$ cat src/rtl/crsa_pkg.sv
// package: register map, field layout and timing constants of the rate select block
package crsa_pkg;
  // register indices (byte-free word addresses)
  localparam logic [11:0] ADDR_SPDIF_TX_RATE_CTRL = 12'h5c2;
  localparam logic [11:0] ADDR_BUS_RX_RATES_A     = 12'h5e5;
  localparam logic [11:0] ADDR_BUS_RX_RATES_B     = 12'h5e6;
  localparam logic [11:0] ADDR_BUS_TX_RATES_A     = 12'h5e9;
  localparam logic [11:0] ADDR_BUS_TX_RATES_B     = 12'h5ea;
  localparam logic [11:0] ADDR_BUS_TX_RATES_C     = 12'h5eb;
  localparam logic [11:0] ADDR_EFFECTS_RATE_CTRL  = 12'he00;
  localparam logic [11:0] ADDR_CONV_ENABLE        = 12'hee0;
  localparam logic [11:0] ADDR_CONV_STATUS        = 12'hee1;
  localparam logic [11:0] ADDR_CONV_SYSTEM_RATE   = 12'hee2;
  localparam logic [11:0] ADDR_CONV_ASYNC_RATE    = 12'hee3;
  localparam logic [11:0] ADDR_CONV_EVENTS        = 12'hee4;
  localparam logic [11:0] ADDR_CONV_CAPACITY      = 12'hee5;
  // field positions
  localparam int SPDIF_RATE_LSB = 4;
  localparam int HI_RATE_LSB    = 11;
  localparam int LO_RATE_LSB    = 3;
  // rate codes
  localparam logic [3:0] RATE_SYS_ONE   = 4'h0;
  localparam logic [3:0] RATE_SYS_THREE = 4'h2;
  localparam logic [3:0] RATE_ASYNC_ONE = 4'h8;
  localparam logic [3:0] RATE_ASYNC_TWO = 4'h9;
  // reset values
  localparam logic [3:0] RST_RATE       = 4'h0;
  localparam logic [3:0] RST_ASYNC_RATE = 4'h8;
  // path indices in enable and status registers
  localparam int PATH_A_RIGHT = 0;
  localparam int PATH_A_LEFT  = 1;
  localparam int PATH_B_RIGHT = 2;
  localparam int PATH_B_LEFT  = 3;
  localparam int NUM_PATHS    = 4;
  // timing: lock settle time in ns, cycles at 20 MHz
  localparam int CLK_PERIOD_NS = 50;
  localparam int LOCK_TIME_NS  = 1000;
  localparam int LOCK_CYCLES   = (LOCK_TIME_NS + CLK_PERIOD_NS - 1) / CLK_PERIOD_NS;
  // default cycle budget per path (arbitrary units)
  localparam logic [7:0] PATH_COST = 8'h04;
  localparam logic [7:0] RST_CAPACITY = 8'h10;
endpackage : crsa_pkg

$ cat src/rtl/crsa_lock_timer.sv
// module: per-path lock settle timer
`timescale 1ns/1ns
module crsa_lock_timer #(
  parameter int CYCLES = 20
) (
  input  wire logic clk,
  input  wire logic reset,
  input  wire logic ce,
  input  wire logic run,      // path running
  input  wire logic restart,  // clock or rate change
  output logic      locked
);
  localparam int W = $clog2(CYCLES + 1);
  logic [W-1:0] count;  // cycles elapsed since run or restart

  // counter holds at terminal value; restart reopens settle window
  always_ff @(posedge clk or posedge reset) begin
    if (reset) begin
      count  <= '0;
      locked <= 1'b0;
    end else if (ce) begin
      if (!run || restart) begin
        count  <= '0;
        locked <= 1'b0;
      end else if (count == W'(CYCLES - 1)) begin
        locked <= 1'b1;
      end else begin
        count <= count + W'(1);
      end
    end
  end
endmodule : crsa_lock_timer

$ cat src/rtl/crsa_core.sv
// module: rate select registers and cross-domain converter control
//
// The address-and-strobe port was chosen for this implementation.
`timescale 1ns/1ns
// Behaviour
// - transmitter rate field bits 7:4, system codes
// - four receive rate fields, bits 14:11, 6:3
// - six transmit rate fields, same codes
// - one effects rate field bits 14:11
// - two stereo paths bridge both domains
// - system rate field takes system codes only
// - async rate field takes async codes only
// - first converter system to async, enables
// - second converter async to system, enables
// - enable bits 3,2,1,0, reset zero
// - lock delayed, reported as event source
// - lock routed to general purpose pin
// - capacity checked, failed enable leaves others
// - underclock error on pin and event
// - read-only status shows granted (running) paths
// - first converter right enable at bit 0
// - status shows granted (running) paths bits 3 to 0
// - system rate bits 14:11, reset 0000
// - async rate bits 14:11, reset 1000
module crsa_core #(
  parameter int SAMPLE_W = 24
) (
  input  wire logic                clk,
  input  wire logic                reset,
  input  wire logic                ce,
  input  wire logic [11:0]         addr,
  input  wire logic [15:0]         wdata,
  input  wire logic                wr,
  input  wire logic                rd,
  output logic      [15:0]         rdata,
  input  wire logic [SAMPLE_W-1:0] sys_in_left,
  input  wire logic [SAMPLE_W-1:0] sys_in_right,
  input  wire logic [SAMPLE_W-1:0] async_in_left,
  input  wire logic [SAMPLE_W-1:0] async_in_right,
  output logic      [SAMPLE_W-1:0] async_out_left,
  output logic      [SAMPLE_W-1:0] async_out_right,
  output logic      [SAMPLE_W-1:0] sys_out_left,
  output logic      [SAMPLE_W-1:0] sys_out_right,
  output logic      [3:0]          spdif_tx_rate_sel,
  output logic      [3:0]          effects_rate_sel,
  output logic      [3:0]          converter_system_rate_sel,
  output logic      [3:0]          converter_async_rate_sel,
  output logic      [3:0]          lock_event,
  output logic      [3:0]          lock_gpio,
  output logic                     underclock_event,
  output logic                     underclock_gpio
);
  localparam int NP = crsa_pkg::NUM_PATHS;

  // rate fields: stored as written, legality judged on write
  logic [3:0] bus_rx_chan_rate_sel [4];  // receive channels 1..4
  logic [3:0] bus_tx_chan_rate_sel [6];  // transmit channels 1..6
  logic [NP-1:0] conv_enable;            // requested enables
  logic [NP-1:0] conv_running;           // enables actually granted
  logic [NP-1:0] lock;                   // per-path lock from timers
  logic [NP-1:0] lock_gpio_sel;          // which locks reach the pin
  logic [7:0]    capacity;               // cycle budget of the clocks
  logic          underclock_flag;        // sticky underclock error
  logic          rate_change;            // converter rate rewritten
  logic [NP-1:0] failed;                 // refused enables, held until cleared

  // legal code for a receive/transmit/effects field
  function automatic logic any_rate_ok(input logic [3:0] c);
    any_rate_ok = (c <= crsa_pkg::RATE_SYS_THREE) ||
                  (c == crsa_pkg::RATE_ASYNC_ONE) || (c == crsa_pkg::RATE_ASYNC_TWO);
  endfunction : any_rate_ok

  // legal code for a system-only field
  function automatic logic sys_rate_ok(input logic [3:0] c);
    sys_rate_ok = (c <= crsa_pkg::RATE_SYS_THREE);
  endfunction : sys_rate_ok

  // legal code for an async-only field
  function automatic logic async_rate_ok(input logic [3:0] c);
    async_rate_ok = (c == crsa_pkg::RATE_ASYNC_ONE) || (c == crsa_pkg::RATE_ASYNC_TWO);
  endfunction : async_rate_ok

  // write decode; reserved codes are ignored so fields never hold them
  wire wr_ce = wr && ce;
  wire [3:0] w_hi = wdata[crsa_pkg::HI_RATE_LSB +: 4];
  wire [3:0] w_lo = wdata[crsa_pkg::LO_RATE_LSB +: 4];
  wire [3:0] w_sp = wdata[crsa_pkg::SPDIF_RATE_LSB +: 4];

  // transmitter and effects fields
  always_ff @(posedge clk or posedge reset) begin
    if (reset) begin
      spdif_tx_rate_sel <= crsa_pkg::RST_RATE;
      effects_rate_sel  <= crsa_pkg::RST_RATE;
    end else if (wr_ce) begin
      if (addr == crsa_pkg::ADDR_SPDIF_TX_RATE_CTRL && sys_rate_ok(w_sp))
        spdif_tx_rate_sel <= w_sp;
      if (addr == crsa_pkg::ADDR_EFFECTS_RATE_CTRL && any_rate_ok(w_hi))
        effects_rate_sel <= w_hi;
    end
  end

  // receive fields, two per register
  genvar g;
  generate
    for (g = 0; g < 4; g++) begin : g_rx
      localparam logic [11:0] RA = (g < 2) ? crsa_pkg::ADDR_BUS_RX_RATES_A
                                           : crsa_pkg::ADDR_BUS_RX_RATES_B;
      always_ff @(posedge clk or posedge reset) begin
        if (reset) begin
          bus_rx_chan_rate_sel[g] <= crsa_pkg::RST_RATE;
        end else if (wr_ce && addr == RA) begin
          if (g % 2 == 0 && any_rate_ok(w_lo))
            bus_rx_chan_rate_sel[g] <= w_lo;
          else if (g % 2 == 1 && any_rate_ok(w_hi))
            bus_rx_chan_rate_sel[g] <= w_hi;
        end
      end
    end
    // transmit fields, two per register
    for (g = 0; g < 6; g++) begin : g_tx
      localparam logic [11:0] TA = (g < 2) ? crsa_pkg::ADDR_BUS_TX_RATES_A :
                                   (g < 4) ? crsa_pkg::ADDR_BUS_TX_RATES_B
                                           : crsa_pkg::ADDR_BUS_TX_RATES_C;
      always_ff @(posedge clk or posedge reset) begin
        if (reset) begin
          bus_tx_chan_rate_sel[g] <= crsa_pkg::RST_RATE;
        end else if (wr_ce && addr == TA) begin
          if (g % 2 == 0 && any_rate_ok(w_lo))
            bus_tx_chan_rate_sel[g] <= w_lo;
          else if (g % 2 == 1 && any_rate_ok(w_hi))
            bus_tx_chan_rate_sel[g] <= w_hi;
        end
      end
    end
  endgenerate

  // converter rate fields; a change restarts lock acquisition
  always_ff @(posedge clk or posedge reset) begin
    if (reset) begin
      converter_system_rate_sel <= crsa_pkg::RST_RATE;
      converter_async_rate_sel  <= crsa_pkg::RST_ASYNC_RATE;
      rate_change               <= 1'b0;
    end else if (ce) begin
      rate_change <= 1'b0;
      if (wr && addr == crsa_pkg::ADDR_CONV_SYSTEM_RATE && sys_rate_ok(w_hi)) begin
        converter_system_rate_sel <= w_hi;
        rate_change               <= 1'b1;
      end
      if (wr && addr == crsa_pkg::ADDR_CONV_ASYNC_RATE && async_rate_ok(w_hi)) begin
        converter_async_rate_sel <= w_hi;
        rate_change              <= 1'b1;
      end
    end
  end

  // enable register, gpio routing, capacity budget
  always_ff @(posedge clk or posedge reset) begin
    if (reset) begin
      conv_enable   <= '0;
      lock_gpio_sel <= '0;
      capacity      <= crsa_pkg::RST_CAPACITY;
    end else if (wr_ce) begin
      if (addr == crsa_pkg::ADDR_CONV_ENABLE)
        conv_enable <= wdata[NP-1:0];
      if (addr == crsa_pkg::ADDR_CONV_EVENTS)
        lock_gpio_sel <= wdata[NP+3:NP];
      if (addr == crsa_pkg::ADDR_CONV_CAPACITY)
        capacity <= wdata[7:0];
    end
  end

  // grant every new enable that fits, in index order, in one cycle; running paths untouched
  logic [7:0] used;        // budget consumed by running paths
  logic [NP-1:0] next_running;
  logic          next_fail;
  always_comb begin
    used         = '0;
    next_running = conv_running & conv_enable;  // disable always honoured
    next_fail    = 1'b0;
    for (int i = 0; i < NP; i++)
      if (next_running[i])
        used = used + crsa_pkg::PATH_COST;
    for (int i = 0; i < NP; i++) begin
      if (conv_enable[i] && !next_running[i] && !conv_running[i] && !failed[i]) begin
        if (used + crsa_pkg::PATH_COST <= capacity) begin
          next_running[i] = 1'b1;
          used            = used + crsa_pkg::PATH_COST;
        end else begin
          next_fail = 1'b1;
        end
      end
    end
  end

  // failed request stays requested but never runs until re-enabled
  always_ff @(posedge clk or posedge reset) begin
    if (reset) begin
      conv_running    <= '0;
      failed          <= '0;
      underclock_flag <= 1'b0;
    end else if (ce) begin
      for (int i = 0; i < NP; i++) begin
        if (!conv_enable[i])
          failed[i] <= 1'b0;
        else if (!conv_running[i] && !next_running[i])
          failed[i] <= 1'b1;
      end
      conv_running <= next_running & ~failed;
      // set wins over clear by a status read
      if (next_fail && (conv_enable & ~conv_running & ~failed) != '0)
        underclock_flag <= 1'b1;
      else if (rd && addr == crsa_pkg::ADDR_CONV_STATUS)
        underclock_flag <= 1'b0;
    end
  end

  // one settle timer per path
  generate
    for (g = 0; g < NP; g++) begin : g_lock
      crsa_lock_timer #(.CYCLES(crsa_pkg::LOCK_CYCLES)) u_timer (
        .clk     (clk),
        .reset   (reset),
        .ce      (ce),
        .run     (conv_running[g]),
        .restart (rate_change),
        .locked  (lock[g])
      );
    end
  endgenerate

  // event and gpio outputs, registered
  always_ff @(posedge clk or posedge reset) begin
    if (reset) begin
      lock_event       <= '0;
      lock_gpio        <= '0;
      underclock_event <= 1'b0;
      underclock_gpio  <= 1'b0;
    end else if (ce) begin
      lock_event       <= lock;
      lock_gpio        <= lock & lock_gpio_sel;
      underclock_event <= underclock_flag;
      underclock_gpio  <= underclock_flag;
    end
  end

  // sample paths: zero unless the path's timer reports lock
  always_ff @(posedge clk or posedge reset) begin
    if (reset) begin
      async_out_left  <= '0;
      async_out_right <= '0;
      sys_out_left    <= '0;
      sys_out_right   <= '0;
    end else if (ce) begin
      async_out_left  <= lock[crsa_pkg::PATH_A_LEFT]  ? sys_in_left    : '0;
      async_out_right <= lock[crsa_pkg::PATH_A_RIGHT] ? sys_in_right   : '0;
      sys_out_left    <= lock[crsa_pkg::PATH_B_LEFT]  ? async_in_left  : '0;
      sys_out_right   <= lock[crsa_pkg::PATH_B_RIGHT] ? async_in_right : '0;
    end
  end

  // read port: data one cycle after the strobe; unmapped reads zero
  always_ff @(posedge clk or posedge reset) begin
    if (reset) begin
      rdata <= '0;
    end else if (ce) begin
      rdata <= '0;
      if (rd) begin
        unique case (addr)
          crsa_pkg::ADDR_SPDIF_TX_RATE_CTRL: rdata[7:4] <= spdif_tx_rate_sel;
          crsa_pkg::ADDR_BUS_RX_RATES_A:
            rdata <= {1'b0, bus_rx_chan_rate_sel[1], 4'h0, bus_rx_chan_rate_sel[0], 3'h0};
          crsa_pkg::ADDR_BUS_RX_RATES_B:
            rdata <= {1'b0, bus_rx_chan_rate_sel[3], 4'h0, bus_rx_chan_rate_sel[2], 3'h0};
          crsa_pkg::ADDR_BUS_TX_RATES_A:
            rdata <= {1'b0, bus_tx_chan_rate_sel[1], 4'h0, bus_tx_chan_rate_sel[0], 3'h0};
          crsa_pkg::ADDR_BUS_TX_RATES_B:
            rdata <= {1'b0, bus_tx_chan_rate_sel[3], 4'h0, bus_tx_chan_rate_sel[2], 3'h0};
          crsa_pkg::ADDR_BUS_TX_RATES_C:
            rdata <= {1'b0, bus_tx_chan_rate_sel[5], 4'h0, bus_tx_chan_rate_sel[4], 3'h0};
          crsa_pkg::ADDR_EFFECTS_RATE_CTRL: rdata[14:11] <= effects_rate_sel;
          crsa_pkg::ADDR_CONV_ENABLE:       rdata[3:0] <= conv_enable;
          crsa_pkg::ADDR_CONV_STATUS:
            rdata <= {11'h000, underclock_flag, conv_running};
          crsa_pkg::ADDR_CONV_SYSTEM_RATE:  rdata[14:11] <= converter_system_rate_sel;
          crsa_pkg::ADDR_CONV_ASYNC_RATE:   rdata[14:11] <= converter_async_rate_sel;
          crsa_pkg::ADDR_CONV_EVENTS:       rdata <= {8'h00, lock_gpio_sel, lock};
          crsa_pkg::ADDR_CONV_CAPACITY:     rdata[7:0] <= capacity;
          default:                          rdata <= '0;
        endcase
      end
    end
  end

  // checks
  // rate fields never hold a reserved code
  AST_SYS_RATE_LEGAL: assert property (@(posedge clk) disable iff (reset)
    converter_system_rate_sel <= crsa_pkg::RATE_SYS_THREE)
    else $error("system rate holds reserved code");
  AST_ASYNC_RATE_LEGAL: assert property (@(posedge clk) disable iff (reset)
    converter_async_rate_sel[3:1] == 3'h4)
    else $error("async rate holds reserved code");
  AST_RUN_NEEDS_ENABLE: assert property (@(posedge clk) disable iff (reset)
    ce && !conv_enable[0] |=> !conv_running[0])
    else $error("path runs without enable");
  // a refused enable must leave every running path alone
  AST_FAIL_KEEPS_RUNNING: assert property (@(posedge clk) disable iff (reset)
    ce && next_fail && (conv_running & conv_enable) != '0
      |=> (conv_running & $past(conv_running & conv_enable)) == $past(conv_running & conv_enable))
    else $error("failed enable disturbed running path");
  AST_ZERO_WHEN_UNLOCKED: assert property (@(posedge clk) disable iff (reset)
    ce && !lock[crsa_pkg::PATH_A_LEFT] |=> async_out_left == '0)
    else $error("unlocked path passed samples");
  AST_LOCK_DELAYED: assert property (@(posedge clk) disable iff (reset)
    $rose(conv_running[1]) |-> !lock[1])
    else $error("lock immediate after enable");
  // a converter rate write must drop every lock for a fresh settle
  AST_RESTART_UNLOCKS: assert property (@(posedge clk) disable iff (reset)
    ce && rate_change |=> lock == '0)
    else $error("lock kept across rate change");
  AST_UNDER_PIN: assert property (@(posedge clk) disable iff (reset)
    ce && underclock_flag |=> underclock_gpio && underclock_event)
    else $error("underclock not reported");
  // routing mask gates the pin output
  AST_GPIO_GATED: assert property (@(posedge clk) disable iff (reset)
    ce && !lock_gpio_sel[2] |=> !lock_gpio[2])
    else $error("lock on pin without routing");
  // clock enable low freezes registers, timers and read data alike
  AST_CE_FREEZE: assert property (@(posedge clk) disable iff (reset)
    !ce |=> $stable({converter_system_rate_sel, conv_enable, conv_running, lock, rdata}))
    else $error("state moved while clock enable low");
  // covers: lock, refusal, full load, lock loss, frozen write
  COV_LOCK: cover property (@(posedge clk) disable iff (reset) $rose(lock[0]));
  COV_FAIL: cover property (@(posedge clk) disable iff (reset) $rose(underclock_flag));
  COV_ALL: cover property (@(posedge clk) disable iff (reset) &conv_running);
  COV_RELOCK: cover property (@(posedge clk) disable iff (reset) $fell(lock[3]));
  COV_CE_HOLD: cover property (@(posedge clk) disable iff (reset) !ce && wr);
endmodule : crsa_core

$ cat config.mk
export PLATFORM = sky130hd
export DESIGN_NAME = crsa_core
export DESIGN_NICKNAME = d
export VERILOG_FILES = /design/src/rtl/crsa_pkg.sv /design/src/rtl/crsa_lock_timer.sv /design/src/rtl/crsa_core.sv
export SDC_FILE = /design/constraint.sdc
export NUM_CORES = 1
export LEC_CHECK = 0
export ABC_AREA = 0
export BUFFER_PORTS_ARGS = -buffer_cell sky130_fd_sc_hd__buf_2
export CORE_MARGIN = 3
export CORE_UTILIZATION = 45
export DETAILED_ROUTE_END_ITERATION = 16
export PLACE_DENSITY = 0.7
export SLEW_MARGIN = 40
export SYNTH_ARGS = -nofsm -noshare
export SYNTH_HDL_FRONTEND = slang
export SYNTH_SLANG_ARGS = --single-unit
$ cat constraint.sdc
create_clock -name clk -period 10.9 [get_ports clk]
set_clock_uncertainty 0.05 [all_clocks]
set_input_delay 2.18 -clock clk [delete_from_list [all_inputs] [get_ports clk]]
set_output_delay 2.18 -clock clk [all_outputs]
set_load 0.01 [all_outputs]
==> results of run 1 <==
final cells by class:
type / count / area, um2 / area share
Antenna cell: 3 / 7.51 / 0.000594
Clock buffer: 35 / 693 / 0.0549
Timing Repair Buffer: 267 / 1360 / 0.108
Inverter: 26 / 118 / 0.00931
Sequential cell: 223 / 5580 / 0.442
Multi-Input combinational cell: 576 / 4390 / 0.348
Tap cell: 280 / 350 / 0.0277
Clock inverter: 10 / 124 / 0.00981
final timing paths:
check	from	end	slack, ps	cells after the start
max	conv_running[2]$_DFFE_PP0P_	conv_running[3]$_DFFE_PP0P_	660	41
max in group asynchronous	reset	sys_out_right[1]$_DFFE_PP0P_	7820	3
min in group asynchronous	reset	sys_out_left[5]$_DFFE_PP0P_	1730	2
min reg2reg	rdata[13]$_DFFE_PP0P_	rdata[13]$_DFFE_PP0P_	420	1
min	rdata[13]$_DFFE_PP0P_	rdata[13]$_DFFE_PP0P_	420	1
max reg2reg	conv_running[2]$_DFFE_PP0P_	conv_running[3]$_DFFE_PP0P_	660	41
placed cells by master, fill, tap and decap left out, types with 8 or more instances in the layout:
cell type  synthesis  routed
inv_1             24      23
mux2_2            50      50
conb_1             1       8
clkbuf_16          0      25
nor2_1            25      23
buf_2              1     258
nor2b_1           27      27
o21ai_0           40      40
a21oi_1           24      24
ha_1              31      31
a21o_1            16      16
dfrtp_1          221     220
a22o_1           117     117
nor3_1            22      22
nand2_1           59      59
buf_4              7       8
nand3_1           16      16
and3_1            10      10
a22oi_1           22      22
flip-flops by register name (all words and copies together) (netlist names), 8 cells and up:
register	count
async_out_left	24
rdata	12
sys_out_left	24
async_out_right	24
sys_out_right	24
g_lock.u_timer.count	20
capacity	8
bus_tx_chan_rate_sel	24
bus_rx_chan_rate_sel	16
metrics by stage:
step | power, mW | utilization
2_1_floorplan | 1.18 | -
3_3_place_gp | 1.32 | 0.532
3_5_place_dp | 1.33 | 0.532
4_1_cts | 2.17 | 0.569
5_1_grt | 2.24 | 0.572
6_report | 2.15 | 0.572
report_power, final:
| part | internal (mW) | switching, mW |
|---|---|---|
| logic | 0.147 | 0.184 |
| clock network | 0.494 | 0.341 |
| registers | 0.921 | 0.0587 |
kinds of logic after synthesis:
logic type / synth area share
AOI/OAI and AO/OA: 0.196
DFF: 0.546
and+or+nand+nor: 0.106
buffers and inverters: 0.0308
muxes: 0.0599
adders and majority gates: 0.0379
xor gates and xnor gates: 0.0223
other: 0.000367
what timing repair did:
| item | CTS | global route |
|---|---|---|
| resized for setup | 0 | 6 |
| endpoints found under the hold margin | 0 | 0 |
| setup buffers | 0 | 2 |
| endpoints found under the setup margin | 0 | 3 |
metal layers:
| metal | wire length (um) | part of all wire |
|---|---|---|
| met2 | 13400 | 0.47 |
| met3 | 1800 | 0.064 |
| met5 | 10 | 0.00035 |
| met4 | 821 | 0.029 |
| met1 | 12300 | 0.43 |
==> results.cfg, run 1 <==
[outcome]
status = finished, final reports clean

[yosys]
ys_seq_elements = 223
syn_area_mm2 = 0.0102
synth.distinct_cells = 72
synthCells = 864
synth-edff-count = 0
ys_async_sr_fraction = 1.00
yosysWarnings = 0
yosysTopAreaCell = dfrtp_1
ys.flop_type = dfrtp_1
synth_top_area_frac = 0.541
syn-mean-instance-area_um2 = 11.8
yosysMostFrequentCell = dfrtp_1
ys_seq_area_frac = 0.546
synthTopCellsByCount = dfrtp_1, a22o_1, nand2_1
synth_area_leaders = dfrtp_1, a22o_1, mux2_2

[sta]
fin_ws_ps = 663
hold_viol = 0
tightest_slew_ps = 822
post-route-period-util = 0.939
finalSetupViolCount = 0
rsz0062_at_grt = no
finalCriticalPeriod_ps = 10240
maxSlewHeadroom = 0.452
final_max_slew_viol_count = 0
holdWs_ps = 424
fin_setup_tns_ps = 0
fmax_mhz = 97.7

[critical_path]
cp_slowest_cell = or4_4
path_common_cell = ha_1
cp-start-kind = flop
crit_arrival_ps = 10650
critical_path_buf_inv_count = 3
cp_top_family = compound AO/OA/AOI/OAI gates
cp_max_fo = 7
endpoint_kind = flop
cpPeakStageDelay_ps = 530
critical_path_required_ps = 11310
worst-setup-path-type = reg -> reg

[cts]
cts_max_path_buffers = 3
cts_buffers = 25
path_clk_slew_ps = 60
clock_latency_ps = 530
cts_tree = built
hold_buffers = 0
h-tree-depth = 1
cts_root_buffer = clkbuf_16
clock-sinks = 223

[place]
gp_congestion = 0.913
numPortBuffers = 258
place_inst = 1370
dp_hpwl_um = 20200
pre_cts_ws_ps = 298
place_area_mm2 = 0.0118

[floorplanning]
dieHeight_um = 157
io_pins = 267
rows = 54
die_x_um = 157
die-area_mm2 = 0.0246
fp.coreArea_mm2 = 0.0221
initial_core_util = 0.463

[global_route]
gr-usage-met3 = 0.0415
grt_antenna_before_repair = 3
grt_max_degree = 143
first_global_vias = 7608
grt_pass1_wl_um = 43400
gr-usage-met1 = 0.306
overflow = 0
use_met2 = 0.353
grt-busiest-layer = met2
grt_usage = 0.221

[power_and_ir_drop]
ir_worst_vdd_mv = 0.103
pwr_density_cell_mw_per_mm2 = 170
p_leak_nw = 6.62

[routing]
avgRoutedWirePerCell_um = 19.9
vias = 7938
first_pass_iters = 5
drtIter0Drc = 619
wirelength_um = 28300
via_per_inst = 5.59
final_antenna_net_count = 0
drc = 0

[final_layout]
layout-drive-gt1-share = 0.347
fin_nets = 1279
area_growth_pct = 23.5
stdcell_count = 1420
stdcell_area_mm2 = 0.0126
fill_cells = 1867

[min_path]
hp-class = reg -> reg

[run]
drv_cap = 0
Note: power is estimated with default switching activity, not from simulation.
==> run 2: changes to the inputs <==
--- a/config.mk
+++ b/config.mk
@@ -7,6 +7,7 @@
 export LEC_CHECK = 0
 export ABC_AREA = 0
 export BUFFER_PORTS_ARGS = -buffer_cell sky130_fd_sc_hd__buf_2
+export CORE_ASPECT_RATIO = 0.9
 export CORE_MARGIN = 3
 export CORE_UTILIZATION = 45
 export DETAILED_ROUTE_END_ITERATION = 16
==> results.cfg, run 2 (synthesis gave the netlist of run 1 again) <==
[min_path]
hold_start = lock_event[2]$_DFFE_PP0P_
whs_endpoint = lock_event[2]$_DFFE_PP0P_
hp-class = reg -> reg
hold_depth = 1

[critical_path]
worst-setup-path-type = reg -> reg
crit_arrival_ps = 10730
rr_endpoint = conv_running[3]$_DFFE_PP0P_
cp_slowest_cell = dfrtp_1
critical_path_required_ps = 11310
r2r_slack_ps = 580
reg2regPathDepth = 42
endpoint_kind = flop
path_common_cell = ha_1
cp_max_fo = 10
rr_startpoint = conv_running[1]$_DFFE_PP0P_
cp-start-kind = flop
cpPeakStageDelay_ps = 570

[sta]
fmax_mhz = 96.9
maxSlewHeadroom = 0.491
finalSetupViolCount = 0
hold_viol = 0
finalCriticalPeriod_ps = 10320
tightest_slew_ps = 764
rsz0062_at_grt = no
fin_setup_tns_ps = 0
fin_ws_ps = 581
final_max_slew_viol_count = 0
post-route-period-util = 0.947
holdWs_ps = 425

[final_layout]
area_growth_pct = 23.8
stdcell_area_mm2 = 0.0127
layout-drive-gt1-share = 0.347
fill_cells = 1918
fin_util = 0.577
final_cell_mix = buf_2, dfrtp_1, a22o_1
antenna_cells = 0
fin_nets = 1274
stdcell_count = 1422
final_common_cell = buf_2

[routing]
first_pass_iters = 5
vias = 8020
drtIter0Drc = 550
wirelength_um = 27300
drc = 0
via_per_inst = 5.64
final_antenna_net_count = 0
avgRoutedWirePerCell_um = 19.2

[power_and_ir_drop]
p_leak_nw = 6.65
pwr_density_cell_mw_per_mm2 = 173
ir_worst_vdd_mv = 0.129
fin_total_pwr_mw = 2.18

[cts]
hold_buffers = 0
cts_root_buffer = clkbuf_16
cts_buffers = 24
cts_tree = built
clock-sinks = 223
path_clk_slew_ps = 60
clock_latency_ps = 520
h-tree-depth = 1
cts_max_path_buffers = 3
cts_resized = 0
post_cts_buffers = 0

[place]
pre_cts_ws_ps = 651
gp_congestion = 0.828
numPortBuffers = 258
dp_hpwl_um = 19400
place_inst = 1379
place_area_mm2 = 0.0118

[floorplanning]
fp.coreArea_mm2 = 0.0220
initial_core_util = 0.466
dieHeight_um = 149
die_x_um = 165
io_pins = 267
die-area_mm2 = 0.0246
rows = 51

[global_route]
grt_antenna_before_repair = 0
grt_usage = 0.216
overflow = 0
grt_pass1_wl_um = 42700
first_global_vias = 7851
grt_max_degree = 149

[run]
drv_cap = 0

[outcome]
status = finished, final reports clean
## run 2: cell count changes in the layout (fill, tap and decap cells not counted), sizes merged
cell      delta
buf          -4
diode        -3
bufinv       +2
clkbuf       -2
clkinvlp     -2
clkinv       +1
inv          -1
## run 2: per-layer routing
layer	track usage	wire length, um	up-vias
li1	-	-	3720
met3	0.0380	1690	47
met1	0.303	12000	3975
met5	0	0	-
met2	0.350	13000	278
met4	0.0553	627	0
## run 2: area by class of cell
class,count,area [um2],area share
clock buffers,33,704,0.0556
clock inverters,10,165,0.0130
multi-input cells,576,4400,0.347
well taps,291,364,0.0288
repair buffers,263,1330,0.105
flip-flops and latches,223,5580,0.441
inverters,26,115,0.00909
## run 2: worst max path at each step
| stage | from | to | cells after the start |
|---|---|---|---|
| 2_1_floorplan | conv_running[1]$_DFFE_PP0P_ | conv_running[3]$_DFFE_PP0P_ | 42 |
| 4_1_cts | conv_running[1]$_DFFE_PP0P_ | conv_running[3]$_DFFE_PP0P_ | 42 |
| 3_5_place_dp | conv_running[1]$_DFFE_PP0P_ | conv_running[3]$_DFFE_PP0P_ | 42 |
| 6_report | conv_running[1]$_DFFE_PP0P_ | conv_running[3]$_DFFE_PP0P_ | 42 |
| 3_3_place_gp | conv_running[1]$_DFFE_PP0P_ | conv_running[3]$_DFFE_PP0P_ | 42 |
| 5_1_grt | conv_running[1]$_DFFE_PP0P_ | conv_running[3]$_DFFE_PP0P_ | 42 |
## run 2: critical path: cells and delay by family (launching register included)
| kind | cells | cell delay (ps) |
|---|---|---|
| AO/OA/AOI/OAI | 11 | 2810 |
| buffers and inverters | 4 | 410 |
| AND/OR/NAND/NOR | 11 | 1580 |
| multiplexers | 3 | 1040 |
| adder cells (fa/ha/maj) | 9 | 2490 |
| flip-flops | 1 | 570 |
| XOR/XNOR | 4 | 1350 |
## run 2: where the power goes
group	total [mW]	switching, mW	internal, mW
combinational	0.326	0.179	0.147
clock	0.879	0.332	0.547
sequential	0.979	0.0589	0.920
total	2.18	0.570	1.61
==> run 3: changes to the inputs <==
--- a/config.mk
+++ b/config.mk
@@ -7,7 +7,7 @@
 export LEC_CHECK = 0
 export ABC_AREA = 0
 export BUFFER_PORTS_ARGS = -buffer_cell sky130_fd_sc_hd__buf_2
-export CORE_ASPECT_RATIO = 0.9
+export CORE_ASPECT_RATIO = 2
 export CORE_MARGIN = 3
 export CORE_UTILIZATION = 45
 export DETAILED_ROUTE_END_ITERATION = 16
==> constraint.sdc (replaced) <==
create_clock -name clk -period 10.9 [get_ports clk]
set_clock_uncertainty 0.05 [all_clocks]
set_input_delay 2.18 -clock clk [delete_from_list [all_inputs] [get_ports clk]]
set_output_delay 2.18 -clock clk [all_outputs]
set_load 0.02 [all_outputs]
==> results.cfg, run 3 (synthesis gave the netlist of run 1 again) <==
[outcome]
status = finished, final reports clean

[cts]
clock-sinks = 223
cts_max_path_buffers = 3
clock_latency_ps = 510
cts_buffers = 21
cts_root_buffer = clkbuf_16
post_cts_buffers = 0
hold_buffers = 0
cts_resized = 0
h-tree-depth = 1
path_clk_slew_ps = 70
cts_tree = built

[place]
gp_congestion = 0.843
dp_hpwl_um = 21000
numPortBuffers = 258

[power_and_ir_drop]
fin_total_pwr_mw = 2.09
p_leak_nw = 6.55
ir_worst_vdd_mv = 0.154
pwr_density_cell_mw_per_mm2 = 168

[global_route]
overflow = 0
grt_antenna_before_repair = 0
grt_pass1_wl_um = 44300
first_global_vias = 8205
grt_usage = 0.223
grt_max_degree = 88

[routing]
vias = 8036
drc = 0
drtIter0Drc = 594
wirelength_um = 28300
first_pass_iters = 6
via_per_inst = 5.73
avgRoutedWirePerCell_um = 20.2
final_antenna_net_count = 0

[critical_path]
crit_arrival_ps = 10680
cp_max_fo = 10
critical_path_buf_inv_count = 4
r2r_slack_ps = 600
cp_top_family = compound AO/OA/AOI/OAI gates
cpPeakStageDelay_ps = 530
critical_path_required_ps = 11280
reg2regPathDepth = 42
worst-setup-path-type = reg -> reg
cp_slowest_cell = or4_4
rr_startpoint = conv_running[1]$_DFFE_PP0P_
rr_endpoint = conv_running[3]$_DFFE_PP0P_
worst-path-stages = 42
cp-start-kind = flop
path_common_cell = ha_1
endpoint_kind = flop
cp-startpoint = conv_running[1]$_DFFE_PP0P_

[final_layout]
fin_nets = 1273
final_common_cell = buf_2
layout-drive-gt1-share = 0.341
area_growth_pct = 21.7
final_cell_mix = buf_2, dfrtp_1, a22o_1
fill_cells = 1926

[sta]
hold_viol = 0
tightest_slew_ps = 821
finalSetupViolCount = 0
fmax_mhz = 97.1
fin_setup_tns_ps = 0
finalCriticalPeriod_ps = 10300
rsz0062_at_grt = no
final_max_slew_viol_count = 0
post-route-period-util = 0.945
maxSlewHeadroom = 0.451

[floorplanning]
io_pins = 267
rows = 77
initial_core_util = 0.460
die_x_um = 113
die-area_mm2 = 0.0247
dieHeight_um = 219
fp.coreArea_mm2 = 0.0223

[min_path]
whs_endpoint = rdata[14]$_DFFE_PP0P_
hold_start = rdata[14]$_DFFE_PP0P_
hold_depth = 1
hp-class = reg -> reg

[run]
drv_cap = 0
[run 3: final cells by class]
cell class              count  area, um2  area share
well taps                 276        345      0.0278
diodes                      1       2.50    0.000201
flip-flops and latches    223       5580       0.449
clock inverters             9        103     0.00825
multi-input cells         576       4380       0.352
repair buffers            265       1350       0.109
clock buffers              27        568      0.0457
inverters                  26        110     0.00885
[run 3: metal layers]
layer | share of wire | track usage | up-vias
met2 | 0.54 | 0.406 | 275
met1 | 0.37 | 0.255 | 3972
met3 | 0.050 | 0.0326 | 82
li1 | - | - | 3707
met4 | 0.043 | 0.101 | 0
met5 | 0 | 0 | -
[run 3: where the power goes]
part           internal [mW]  total (mW)  switching [mW]
Clock                  0.417       0.728           0.311
Combinational          0.148       0.378           0.230
Sequential             0.920       0.980          0.0598
Total                   1.49        2.09           0.600
[run 3: how the worst max path moves through the flow]
stage,to
3_3_place_gp,conv_running[3]$_DFFE_PP0P_
3_5_place_dp,conv_running[3]$_DFFE_PP0P_
6_report,conv_running[3]$_DFFE_PP0P_
5_1_grt,conv_running[3]$_DFFE_PP0P_
4_1_cts,conv_running[3]$_DFFE_PP0P_
2_1_floorplan,conv_running[3]$_DFFE_PP0P_
[run 3: stage by stage]
step | worst slack (ps) | hold WS (ps) | std cells | utilization | cell area, um2
after floorplan | 1420 | 407 | 871 | - | 10300
after global placement | 688 | 408 | 1366 | 0.528 | 11700
after detailed placement | 562 | 415 | 1366 | 0.528 | 11800
after CTS | 511 | 430 | 1402 | 0.558 | 12400
after global routing | 2.15 | 451 | 1402 | 0.559 | 12400
final | 604 | 424 | 1403 | 0.559 | 12400
